==> config.mk <==
export PLATFORM = sky130hd
export DESIGN_NAME = mrc_top
export DESIGN_NICKNAME = d
export VERILOG_FILES = /design/src/pkg/mrc_pkg.sv /design/src/hw/mrc_mem.sv /design/src/hw/mrc_shadow.sv /design/src/hw/mrc_top.sv
export VERILOG_INCLUDE_DIRS = /design/src /design/src/pkg
export SDC_FILE = /design/constraint.sdc
export NUM_CORES = 1
export LEC_CHECK = 0
export BUFFER_PORTS_ARGS = -buffer_cell sky130_fd_sc_hd__buf_4
export CORE_AREA = 2 2 288 290
export CTS_BUF_LIST = sky130_fd_sc_hd__clkbuf_4
export DETAILED_ROUTE_END_ITERATION = 10
export DIE_AREA = 0 0 290 292
export SKIP_LAST_GASP = 1
export SYNTH_ARGS = -nofsm -noshare
export SYNTH_HDL_FRONTEND = slang
export SYNTH_SLANG_ARGS = --single-unit
==> constraint.sdc <==
create_clock -name pclk -period 10.2 [get_ports pclk]
set_clock_uncertainty 0.1 [all_clocks]
set_input_delay 1.53 -clock pclk [delete_from_list [all_inputs] [get_ports pclk]]
set_output_delay 1.53 -clock pclk [all_outputs]
set_load 0.1 [all_outputs]
==> src/pkg/mrc_map.svh <==
// register indices, field positions, reset values, apb offsets and timing in ns and MHz
// assumes inclusion by the top module only
`ifndef MRC_MAP_SVH
`define MRC_MAP_SVH
`define MRC_IDX_MR0 6'h00
`define MRC_IDX_MR5 6'h05
`define MRC_IDX_MR8 6'h08
`define MRC_IDX_FD_LO 6'h0a
`define MRC_IDX_FD_HI 6'h0f
`define MRC_NUM_MR 64
`define MRC_BIT_ABI 0
`define MRC_BIT_RD_CRC 3
`define MRC_BIT_WR_CRC 4
`define MRC_BIT_TEST 7
`define MRC_BIT_PAM3 8
`define MRC_BIT_SEV 9
`define MRC_BIT_POISON 10
`define MRC_BIT_FD 11
`define MRC_BIT_CAL_WCK 7
`define MRC_BIT_CAL_ALL 8
`define MRC_BIT_SEV2PIN 9
`define MRC_BIT_LANE_HZ 10
`define MRC_BIT_CAL_DRV 11
`define MRC_BIT_SR_TEMP 9
`define MRC_BIT_HIB 11
`define MRC_RST_MR5 12'h980
`define MRC_RST_ZERO 12'h000
`define MRC_MOD_NS 15
`define MRC_KO_NS 40
`define MRC_CLK_MHZ 250
`define MRC_OFF_CMD 12'h000
`define MRC_OFF_STAT 12'h004
`define MRC_OFF_READ 12'h008
`define MRC_OFF_CAP 12'h00c
`endif

==> src/pkg/mrc_pkg.sv <==
// types shared by the mode register control block
// assumes mrc_map.svh for numeric constants
package mrc_pkg;
  typedef struct packed {
    logic [5:0] idx;
    logic [11:0] op;
  } mrc_cmd_t;
  typedef struct packed {
    logic test_mode;
    logic pam3;
    logic abi;
    logic cal_drv;
    logic cal_term;
    logic cal_wck;
    logic sev_on_err;
    logic lane_hz;
    logic hib_armed;
    logic sr_temp;
  } mrc_ctl_t;
  typedef enum logic [2:0] {
    MRC_IDLE = 3'b001,
    MRC_WAIT = 3'b010,
    MRC_CAL = 3'b100
  } mrc_state_t;
endpackage

==> src/hw/mrc_mem.sv <==
// 64 x 12 mode register storage with registered read port
// assumes single clock, write and read on the same edge allowed
`timescale 1ns/1ps
module mrc_mem #(
  parameter int DEPTH = 64,
  parameter int WIDTH = 12
) (
  input wire logic pclk, // clock
  input wire logic we, // write strobe
  input wire logic [$clog2(DEPTH)-1:0] waddr, // write index
  input wire logic [WIDTH-1:0] wdata, // write data
  input wire logic [$clog2(DEPTH)-1:0] raddr, // read index
  output logic [WIDTH-1:0] rdata // registered read data
);
  logic [WIDTH-1:0] mem [DEPTH];
  if (DEPTH < 2) begin : g_depth_check
    $error("depth too small");
  end
  always_ff @(posedge pclk) begin
    if (we) begin
      mem[waddr] <= wdata;
    end
  end
  always_ff @(posedge pclk) begin
    rdata <= mem[raddr];
  end
endmodule

==> src/hw/mrc_shadow.sv <==
// pending bank for the frequency dependent registers, one slot each
// assumes capture and flush may coincide for the same slot; capture wins over flush
`timescale 1ns/1ps
module mrc_shadow #(
  parameter int SLOTS = 6
) (
  input wire logic pclk, // clock
  input wire logic presetn, // async reset, active low
  input wire logic cap, // capture a deferred write
  input wire logic [2:0] cap_slot, // slot to capture
  input wire logic [11:0] cap_op, // operand
  input wire logic flush, // end of drain, clear all pending
  output logic [SLOTS-1:0] pend, // slot holds an update
  output logic [11:0] slot_op [SLOTS] // held operands
);
  if (SLOTS > 8) begin : g_slot_check
    $error("slot index too narrow");
  end
  always_ff @(posedge pclk or negedge presetn) begin
    if (!presetn) begin
      pend <= '0;
    end else begin
      for (int i = 0; i < SLOTS; i++) begin
        if (cap && cap_slot == 3'(i)) begin
          pend[i] <= 1'b1;
        end else if (flush) begin
          pend[i] <= 1'b0;
        end
      end
    end
  end
  always_ff @(posedge pclk) begin
    if (cap) begin
      slot_op[cap_slot] <= cap_op;
    end
  end
endmodule

==> src/hw/mrc_top.sv <==
// mode register control: mode register set decode, deferral, calibration timing
// assumes an APB master and command strobes from the command decoder on pclk
`timescale 1ns/1ps
`include "mrc_map.svh"
module mrc_top #(
  parameter logic SEV_PIN_SUPPORTED = 1'b1,
  parameter logic LANE_HZ_SUPPORTED = 1'b1,
  parameter logic WCK_CAL_SUPPORTED = 1'b1
) (
  input wire logic pclk, // 250 MHz clock
  input wire logic presetn, // async reset, active low
  input wire logic psel, // apb select
  input wire logic penable, // apb enable
  input wire logic pwrite, // apb direction
  input wire logic [11:0] paddr, // apb byte address
  input wire logic [31:0] pwdata, // apb write data
  output logic [31:0] prdata, // apb read data
  output logic pready, // apb ready
  output logic pslverr, // apb error
  input wire logic refresh_all, // all bank refresh latched, pulse
  input wire logic sr_sleep_entry, // self refresh sleep entry, pulse
  input wire logic sleep_entry, // sleep mode entry, pulse
  input wire logic hib_exit, // hibernate sleep exit, pulse
  output mrc_pkg::mrc_ctl_t ctl, // applied control fields
  output logic hib_enter, // enter hibernate, pulse
  output logic cal_update, // calibration update in progress
  output logic mrs_busy // mode update window open
);
  import mrc_pkg::*;

  // windows round up to whole clock cycles
  localparam int MOD_CYC = (`MRC_MOD_NS * `MRC_CLK_MHZ + 999) / 1000;
  localparam int KO_CYC = (`MRC_KO_NS * `MRC_CLK_MHZ + 999) / 1000;
  localparam int CW = 8;

  // cnt is CW bits wide; a faster clock or longer windows need a wider counter
  if (MOD_CYC < 1 || MOD_CYC > 255) begin : g_mod_check
    $error("mode update count out of range");
  end
  if (KO_CYC < 1 || KO_CYC > 255) begin : g_ko_check
    $error("calibration count out of range");
  end
  // the pending bank has exactly one slot per frequency dependent register
  if (`MRC_IDX_FD_HI - `MRC_IDX_FD_LO != 5) begin : g_fd_check
    $error("pending bank expects six frequency registers");
  end

  logic freq_dependent_defer_flag;
  mrc_state_t state;
  mrc_state_t next_state;
  logic [CW-1:0] cnt;
  logic [5:0] wr_idx;
  logic [11:0] wr_op;
  logic wr_en;
  logic apply_en;
  logic [5:0] apply_idx;
  logic [11:0] apply_op;
  logic [11:0] mem_rdata;
  logic [5:0] rd_idx;
  logic [5:0] pend;
  logic [11:0] slot_op [6];
  logic flush;
  logic flush_d;
  logic [2:0] fl_ptr;
  logic fl_run;
  logic fl_hit;
  logic apb_done;
  logic at_cmd;
  logic at_read;
  logic [11:0] rd_word;
  logic [11:0] mr5;
  logic [11:0] mr8;
  logic [11:0] mr0;
  logic apb_acc;
  logic apb_wr;
  logic is_fd;
  logic abi_change;
  mrc_cmd_t cmd;

  function automatic logic fd_reg(input logic [5:0] idx);
    fd_reg = idx >= `MRC_IDX_FD_LO && idx <= `MRC_IDX_FD_HI;
  endfunction

  // pready is a flop, so the edge that raises it is not the completion edge;
  // writes land only at the edge where the master sees pready high
  assign apb_acc = psel && penable && !pready;
  assign apb_done = psel && penable && pready;
  assign at_cmd = paddr == `MRC_OFF_CMD;
  assign at_read = paddr == `MRC_OFF_READ;
  assign apb_wr = apb_done && pwrite && at_cmd;
  assign cmd = mrc_cmd_t'(pwdata[17:0]);
  assign is_fd = fd_reg(cmd.idx);
  assign abi_change = cmd.idx == `MRC_IDX_MR0 && cmd.op[`MRC_BIT_ABI] != mr0[`MRC_BIT_ABI];

  // deferred writes go to the pending bank instead of live state
  assign wr_en = apb_wr && !(is_fd && !freq_dependent_defer_flag);
  assign wr_idx = cmd.idx;
  assign wr_op = cmd.op;

  // pending slots drain one per cycle after a sleep entry
  assign flush = sleep_entry || sr_sleep_entry;
  assign fl_hit = fl_run && pend[fl_ptr];
  assign apply_en = wr_en || fl_hit;
  assign apply_idx = wr_en ? wr_idx : 6'(`MRC_IDX_FD_LO + 6'(fl_ptr));
  assign apply_op = wr_en ? wr_op : slot_op[fl_ptr];

  mrc_shadow #(
    .SLOTS(6)
  ) u_shadow (
    .pclk(pclk),
    .presetn(presetn),
    .cap(apb_wr && is_fd && !freq_dependent_defer_flag),
    .cap_slot(3'(cmd.idx - `MRC_IDX_FD_LO)),
    .cap_op(cmd.op),
    .flush(flush_d),
    .pend(pend),
    .slot_op(slot_op)
  );

  // array read data lag rd_idx by one clock; the wait state hides that
  mrc_mem #(
    .DEPTH(`MRC_NUM_MR),
    .WIDTH(12)
  ) u_mem (
    .pclk(pclk),
    .we(apply_en),
    .waddr(apply_idx),
    .wdata(apply_op),
    .raddr(rd_idx),
    .rdata(mem_rdata)
  );

  // drain walker; live writes take priority, the walker holds on the slot and retries it next cycle
  always_ff @(posedge pclk or negedge presetn) begin
    if (!presetn) begin
      fl_run <= 1'b0;
      fl_ptr <= 3'h0;
      flush_d <= 1'b0;
    end else begin
      flush_d <= 1'b0;
      if (flush && !fl_run) begin
        fl_run <= 1'b1;
        fl_ptr <= 3'h0;
      end else if (fl_run && !(wr_en && pend[fl_ptr])) begin
        if (fl_ptr == 3'h5) begin
          fl_run <= 1'b0;
          flush_d <= 1'b1;
        end else begin
          fl_ptr <= fl_ptr + 3'h1;
        end
      end
    end
  end

  // live copies of the registers whose fields steer the block
  // none of them is frequency dependent, so deferral never touches them
  always_ff @(posedge pclk or negedge presetn) begin
    if (!presetn) begin
      mr0 <= `MRC_RST_ZERO;
      mr5 <= `MRC_RST_MR5;
      mr8 <= `MRC_RST_ZERO;
      freq_dependent_defer_flag <= 1'b0;
    end else begin
      if (apply_en && apply_idx == `MRC_IDX_MR0) begin
        mr0 <= apply_op;
        freq_dependent_defer_flag <= apply_op[`MRC_BIT_FD];
      end
      if (apply_en && apply_idx == `MRC_IDX_MR5) begin
        mr5 <= apply_op;
      end
      if (hib_exit) begin
        mr8[`MRC_BIT_HIB] <= 1'b0;
      end else if (apply_en && apply_idx == `MRC_IDX_MR8) begin
        mr8 <= apply_op;
      end
    end
  end

  // applied controls, registered so outputs come from flops
  always_ff @(posedge pclk or negedge presetn) begin
    if (!presetn) begin
      ctl <= '0;
      ctl.cal_drv <= 1'b1;
      ctl.cal_term <= 1'b1;
      ctl.cal_wck <= WCK_CAL_SUPPORTED;
    end else begin
      ctl.test_mode <= mr0[`MRC_BIT_TEST];
      ctl.pam3 <= mr0[`MRC_BIT_PAM3];
      ctl.abi <= mr0[`MRC_BIT_ABI];
      ctl.cal_drv <= mr5[`MRC_BIT_CAL_DRV];
      ctl.cal_term <= mr5[`MRC_BIT_CAL_ALL];
      ctl.cal_wck <= mr5[`MRC_BIT_CAL_ALL] && mr5[`MRC_BIT_CAL_WCK]
                     && WCK_CAL_SUPPORTED;
      ctl.sev_on_err <= mr5[`MRC_BIT_SEV2PIN] && SEV_PIN_SUPPORTED;
      ctl.lane_hz <= mr5[`MRC_BIT_LANE_HZ] && LANE_HZ_SUPPORTED;
      ctl.hib_armed <= mr8[`MRC_BIT_HIB];
      ctl.sr_temp <= mr8[`MRC_BIT_SR_TEMP];
    end
  end

  // taken from the live bit, so a write just before entry still counts
  always_ff @(posedge pclk or negedge presetn) begin
    if (!presetn) begin
      hib_enter <= 1'b0;
    end else begin
      hib_enter <= sr_sleep_entry && mr8[`MRC_BIT_HIB];
    end
  end

  // mode update window and calibration window share one counter
  always_comb begin
    next_state = state;
    unique case (state)
      MRC_IDLE: begin
        if (refresh_all && (mr5[`MRC_BIT_CAL_ALL] || mr5[`MRC_BIT_CAL_DRV])) begin
          next_state = MRC_CAL;
        end else if (apb_wr) begin
          // every mode set opens the window, deferred or not; drained slots
          // apply during sleep, when the command bus is quiet anyway
          next_state = MRC_WAIT;
        end
      end
      MRC_WAIT: begin
        if (cnt == CW'(1)) begin
          next_state = MRC_IDLE;
        end
      end
      MRC_CAL: begin
        if (cnt == CW'(1)) begin
          next_state = MRC_IDLE;
        end
      end
      default: next_state = MRC_IDLE;
    endcase
  end

  // one counter serves both windows; a refresh in idle wins over a write
  always_ff @(posedge pclk or negedge presetn) begin
    if (!presetn) begin
      state <= MRC_IDLE;
      cnt <= '0;
    end else begin
      state <= next_state;
      if (state == MRC_IDLE && next_state == MRC_CAL) begin
        cnt <= CW'(KO_CYC);
      end else if (state == MRC_IDLE && next_state == MRC_WAIT) begin
        cnt <= CW'(MOD_CYC);
      end else if (cnt != '0) begin
        cnt <= cnt - CW'(1);
      end
    end
  end

  always_ff @(posedge pclk or negedge presetn) begin
    if (!presetn) begin
      cal_update <= 1'b0;
      mrs_busy <= 1'b0;
    end else begin
      cal_update <= next_state == MRC_CAL;
      // an inversion change shows at once, even while the counter is taken
      mrs_busy <= next_state == MRC_WAIT || (apb_wr && abi_change);
    end
  end

  // apb: one wait state, reads other than mr0, mr5 and mr8 go through the registered memory port
  always_ff @(posedge pclk or negedge presetn) begin
    if (!presetn) begin
      rd_idx <= '0;
    end else begin
      if (apb_wr) begin
        rd_idx <= cmd.idx;
      end else if (apb_done && pwrite && at_read) begin
        rd_idx <= pwdata[5:0];
      end
    end
  end

  // live copies answer for their own registers, so the reset value of mr5 and
  // the self clearing hibernate bit read back without a reset of the array
  always_comb begin
    case (rd_idx)
      `MRC_IDX_MR0: rd_word = mr0;
      `MRC_IDX_MR5: rd_word = mr5;
      `MRC_IDX_MR8: rd_word = mr8;
      default: rd_word = mem_rdata;
    endcase
  end

  always_ff @(posedge pclk or negedge presetn) begin
    if (!presetn) begin
      pready <= 1'b0;
      pslverr <= 1'b0;
      prdata <= '0;
    end else begin
      pready <= apb_acc;
      pslverr <= 1'b0;
      prdata <= '0;
      if (apb_acc) begin
        if (!pwrite) begin
          unique case (paddr)
            `MRC_OFF_CMD: prdata <= {26'h0, rd_idx};
            `MRC_OFF_STAT: prdata <= {20'h0, state == MRC_CAL, state == MRC_WAIT,
                                      freq_dependent_defer_flag, fl_run, 2'h0, pend};
            `MRC_OFF_READ: prdata <= {20'h0, rd_word};
            `MRC_OFF_CAP: prdata <= {26'h0, LANE_HZ_SUPPORTED, 4'h0,
                                     SEV_PIN_SUPPORTED};
            default: pslverr <= 1'b1;
          endcase
        // unmapped offsets answer with an error so the master never stalls
        end else if (!at_cmd && !at_read) begin
          pslverr <= 1'b1;
        end
      end
    end
  end
endmodule

==> impl_metrics.yaml, run 1 <==
sta:
  slew_violations: 0
  rsz0062_at_grt: "no"
  hold_viol_final: 0
  tightestPinTransition_ps: 1330
  setup_violations: 0
  max_freq_mhz: 233
  max_slew_margin: 0.111
  post-route-period-util: 0.421
  fin_crit_ps: 4290
  setup_tns_ps: 0
floorplanning:
  rows: 105
  boundaryPins: 100
  dieHeight_um: 292
  initial_core_util: 0.455
  die_area_um2: 84700
  core_um2: 81600
  die_w_um: 290
job:
  maxCapViolations: 0
logic_synthesis:
  async_flop_share: 0.0965
  yosysUniqueCellTypes: 61
  synth_ff_type: "edfxtp_1"
  synth-seq-cells: 943
  yosysWarnings: 0
  synthCells: 1879
  yosysSeqAreaShare: 0.747
  syn_area_per_cell_um2: 19.8
  synth_top_cell_area_share: 0.679
  synth_most_common_cell: "edfxtp_1"
  synthTopCellsByArea: "edfxtp_1 (68%), mux4_2 (14%), dfrtp_1 (5.7%)"
  synth_area_um2: 37100
  synth_common_cells: "edfxtp_1 (840), mux4_2 (223), nor2_1 (135), dfrtp_1 (84), clkbuf_1 (71)"
  synth_edf_count: 840
  synth_area_leader_cell: "edfxtp_1"
route:
  vias: 19200
  wl_per_cell_um: 25.3
  firstDrtPassIters: 5
  first_iter_violations: 1806
  drtAntennaViolNets: 0
  via_per_inst: 5.66
  wirelength_mm: 86.1
  post-route-drc-count: 0
final_layout:
  syn_to_final_growth_pct: 13.5
  nets: 2205
  drive_gt1_frac: 0.342
  n_fill_cell: 6577
  stdcell_count: 3398
worst_setup_path:
  path_max_fanout: 40
  cpPeakStageDelay_ps: 910
  end_kind: "flip-flop"
  r2r_start: "rd_idx[0]$_DFFE_PN0P_"
  arrival_ps: 5090
  path_cells: "buf_4 -> nand2_1 -> nor4_2 -> nor2b_1 -> a221oi_1 -> a211o_1 -> a21oi_1"
  reg2reg_depth: 7
  timing.reg2reg.setup_slack_ps: 5910
  cp.depth: 7
  crit_buf_inv: 1
  path_class: "reg -> reg"
  cp.required_ps: 11000
  cpMaxStageDelayCell: "dfrtp_4"
  r2r_end: "prdata[3]$_DFF_PN0_"
  crit_family: "simple AND/OR/NAND/NOR gates"
  cp-start-kind: "flip-flop"
grt:
  gr-total-overflow: 0
  grt_pass1_vias: 19700
  globalRouteTotalUtil: 0.205
  antenna_found_initial: 2
  grt_max_degree: 111
  grt_pass1_wl_mm: 127
power:
  ir_worst_vdd_mv: 0.291
  p_per_area_nw_per_um2: 217
  leakagePower_uw: 0.0138
clock_tree:
  htree_num_levels: 4
  post_cts_buffers: 0
  clockBufferDepth: 3
  holdBufCountCts: 0
  numClockSinks: 943
  numCtsBuffers: 234
  root_buffer: "clkbuf_4"
  path_clk_slew_ps: 70
  ctsResizeCount: 0
  cts_tree: "built"
  clk_latency_ps: 1060
place:
  place.gp.congestion: 0.874
  dp_hpwl_mm: 48.8
  dp_cells: 2977
  io_buffers: 65
min_path:
  hold_path.class: "in -> async"
outcome:
  status: "finished, final reports clean"
routing by layer:
layer  routed length, um  part of all wire  global-route usage
met1               37000              0.43               0.283
met2               41800              0.49               0.327
met3                5640             0.065              0.0471
met4                1670             0.019              0.0650
met5                   0                 0                   0
worst max-delay path by stage:
stage / start / endpoint / slack (ps)
floorplan: pwdata[15] / u_mem.mem[0][10]$_DFFE_PP_ / 4460
global placement: paddr[1] / u_mem.mem[36][6]$_DFFE_PP_ / 4980
detailed placement: paddr[1] / u_mem.mem[44][8]$_DFFE_PP_ / 4900
CTS: rd_idx[0]$_DFFE_PN0P_ / prdata[2]$_DFF_PN0_ / 5780
global route: rd_idx[0]$_DFFE_PN0P_ / prdata[2]$_DFF_PN0_ / 5490
finish: rd_idx[0]$_DFFE_PN0P_ / prdata[3]$_DFF_PN0_ / 5910
state kept, by name (all words and copies together) (netlist names):
name,count
cnt,8
u_mem.rdata,12
freq_dependent_defer_flag,1
ctl,10
u_shadow.pend,6
u_mem.mem,768
fl_ptr,3
state,3
mr0,11
pslverr,1
hib_enter,1
cal_update,1
rd_idx,6
mr5,12
prdata,12
flush_d,1
pready,1
fl_run,1
mrs_busy,1
u_shadow.slot_op,72
mr8,12
placed cells by master (no fill, tap or decap), types with 10 or more instances in the layout:
cell	count
and2_1	10
nor3_1	13
clkbuf_4	346
clkinv_1	53
a21oi_4	11
mux2i_1	65
a21oi_1	52
mux2_2	36
nand3_1	13
a211oi_1	24
inv_1	12
nand2_1	41
a22oi_1	21
mux4_2	223
dfrtp_1	79
dfxtp_1	12
conb_1	20
edfxtp_1	840
buf_4	133
o21ai_0	14
nor2b_1	33
nor2_1	133
per-stage QoR:
stage | hold WS [ps] | total power [uW] | util | setup slack (ps) | area (um2)
final | 235 | 9150 | 0.517 | 5910 | 42100
after global routing | 127 | 9550 | 0.517 | 5490 | 42100
after CTS | 104 | 9270 | 0.516 | 5780 | 42100
after detailed placement | 298 | 6170 | 0.480 | 4900 | 39200
after global placement | 300 | 6100 | 0.480 | 4980 | 39200
after floorplan | 264 | 5610 | - | 4460 | 37200
report_power, final:
| group | internal, uW | leakage [uW] | switching (uW) |
|---|---|---|---|
| Clock | 1600 | 0.00177 | 1480 |
| Combinational | 196 | 0.00318 | 957 |
| Sequential | 4890 | 0.00889 | 29.3 |
worst reg2reg max path, cell delays in order, from the launching register on:
cell,delay (ps)
dfrtp_4,910
buf_4,800
nand2_1,160
nor4_2,870
nor2b_1,450
a221oi_1,600
a211o_1,220
a21oi_1,70
cell type report:
class	instances	area [um2]	area share
inverter	12	45.0	0.00107
antenna	3	7.51	0.000178
clock inverter	72	382	0.00906
timing repair buffer	134	1020	0.0242
tap	1070	1340	0.0318
sequential	943	27800	0.659
multi-input combinational	818	8990	0.213
clock buffer	346	2600	0.0616
kinds of logic after synthesis:
logic type | after synthesis | share of synthesized area
AO/OA/AOI/OAI | 176 | 0.0317
XOR/XNOR | 8 | 0.00189
adder cells (fa/ha/maj) | 9 | 0.00303
buffers and inverters | 137 | 0.0164
flip-flops | 943 | 0.747
multiplexers | 325 | 0.164
other | 1 | 0.000101
AND/OR/NAND/NOR | 280 | 0.0355
Note: power is estimated with default switching activity, not from simulation.
==> run 2: changes to the inputs <==
==> constraint.sdc (replaced) <==
create_clock -name pclk -period 4.3 [get_ports pclk]
set_clock_uncertainty 0.1 [all_clocks]
set_input_delay 0.645 -clock pclk [delete_from_list [all_inputs] [get_ports pclk]]
set_output_delay 0.645 -clock pclk [all_outputs]
set_load 0.1 [all_outputs]
==> impl_metrics.yaml, run 2 (same netlist as run 1, synthesis figures left out) <==
outcome:
  status: "finished, final reports clean"
floorplanning:
  rows: 105
  die_w_um: 290
  dieHeight_um: 292
  die_area_um2: 84700
  boundaryPins: 100
  core_um2: 81600
  initial_core_util: 0.455
route:
  first_iter_violations: 1700
  via_per_inst: 5.60
  wl_per_cell_um: 25.3
  drtAntennaViolNets: 0
  dr_wl_met3_mm: 6.55
  routed.top_layer: "met4"
  wl_met2_mm: 43.1
  met1_length_mm: 36.7
  wirelength_mm: 88.2
  vias: 19500
  post-route-drc-count: 0
  firstDrtPassIters: 5
grt:
  globalRouteTotalUtil: 0.212
  grt_max_degree: 72
  grt_pass1_wl_mm: 131
  antenna_found_initial: 2
  gr-total-overflow: 0
  grt_pass1_vias: 20300
sta:
  hold_ws_ps: 203
  rsz0062_at_grt: "no"
  hold_viol_final: 0
  max_freq_mhz: 264
  post-route-period-util: 0.880
  tightestPinTransition_ps: 1080
  setup_violations: 0
  fin_crit_ps: 3780
  slew_violations: 0
  max_slew_margin: 0.280
final_layout:
  largest_reg_flops: 768
  mostFrequentLayoutCell: "edfxtp_1"
  stdcell_count: 3483
  final_cell_mix: "edfxtp_1 (840), clkbuf_4 (325), mux4_2 (223), buf_4 (173), nor2_1 (133)"
  nets: 2290
  largest-register: "u_mem.mem"
  drive_gt1_frac: 0.346
  top_regs: "u_mem.mem: 768 flops, u_shadow.slot_op: 72 flops"
  syn_to_final_growth_pct: 16.0
worst_setup_path:
  cp.required_ps: 5130
  cp-start-kind: "flip-flop"
  arrival_ps: 4620
  end_kind: "flip-flop"
  r2r_start: "rd_idx[0]$_DFFE_PN0P_"
  path_class: "reg -> reg"
  crit_start: "rd_idx[0]$_DFFE_PN0P_"
  path_max_fanout: 37
min_path:
  hold_start: "psel"
  hold_path.class: "in -> reg"
clock_tree:
  root_buffer: "clkbuf_4"
  path_clk_slew_ps: 70
  clk_latency_ps: 1070
  htree_num_levels: 4
  clockBufferDepth: 3
  numCtsBuffers: 227
  cts_tree: "built"
  numClockSinks: 943
power:
  p_per_area_nw_per_um2: 507
  leakagePower_uw: 0.0143
  ir_worst_vdd_mv: 0.360
place:
  dp_hpwl_mm: 51.4
  place.gp.congestion: 0.849
  io_buffers: 65
  dp_cells: 3033
job:
  maxCapViolations: 0
[run 2: cell count changes in the layout (fill, tap and decap cells not counted), moves of 2 or more]
cell,previous run,this run
bufinv_16,2,4
buf_4,133,173
buf_12,1,17
clkinv_1,53,61
diode_2,3,5
dlygate4sd3_1,0,36
clkbuf_4,346,325
[run 2: worst paths after layout]
| check | to | slack (ps) | cells past startpoint |
|---|---|---|---|
| worst min-delay path | prdata[9]$_DFF_PN0_ | 200 | 4 |
| max in group asynchronous | rd_idx[0]$_DFFE_PN0P_ | 2170 | 4 |
| min in group asynchronous | cnt[0]$_DFFE_PN0P_ | 610 | 3 |
| worst max register to register | prdata[5]$_DFF_PN0_ | 520 | 6 |
| worst min register to register | ctl[6]$_DFF_PN1_ | 300 | 0 |
| worst max-delay path | prdata[5]$_DFF_PN0_ | 520 | 6 |
[run 2: routing by layer]
metal | track usage | up-vias
li1 | - | 8486
met1 | 0.285 | 10100
met2 | 0.339 | 743
met3 | 0.0556 | 139
met4 | 0.0713 | 0
met5 | 0 | -
[run 2: critical path, stage by stage, from the launching register on]
cell	delay [ps]
dfrtp_4	1010
or4_1	500
nor2b_1	710
a221oi_1	260
a211o_1	360
a21oi_1	120
dlygate4sd3_1	550
[run 2: stage by stage]
step            util  worst slack [ps]  cell area (um2)  TNS, ps  power [uW]
6_report       0.528               517            43100        0       21800
5_1_grt        0.528               339            43100        0       22800
4_1_cts        0.528               486            43100        0       22100
3_5_place_dp   0.487               421            39800        0       14800
3_3_place_gp   0.487               549            39800        0       14600
2_1_floorplan      -              -578            37200  -344800       13300
[run 2: report_power, final]
part	switching (uW)	leakage [uW]	internal, uW
registers	89.5	0.00889	11600
clock network	3510	0.00173	3740
logic	2260	0.00368	685
total	5860	0.0143	16000
[run 2: area by class of cell]
type | instances | area, um2
Antenna cell | 5 | 12.5
Clock buffer | 325 | 2440
Clock inverter | 84 | 490
Fill cell | 6495 | 38500
Inverter | 12 | 45.0
Multi-Input combinational cell | 818 | 8980
Sequential cell | 943 | 27800
Tap cell | 1070 | 1340
Timing Repair Buffer | 226 | 2000
[run 2: timing repair]
item / CTS / global route
setup buffers: 0 / 0
resized for setup: 0 / 0
endpoints found under the hold margin: 167 / 0
hold buffers: 36 / 0
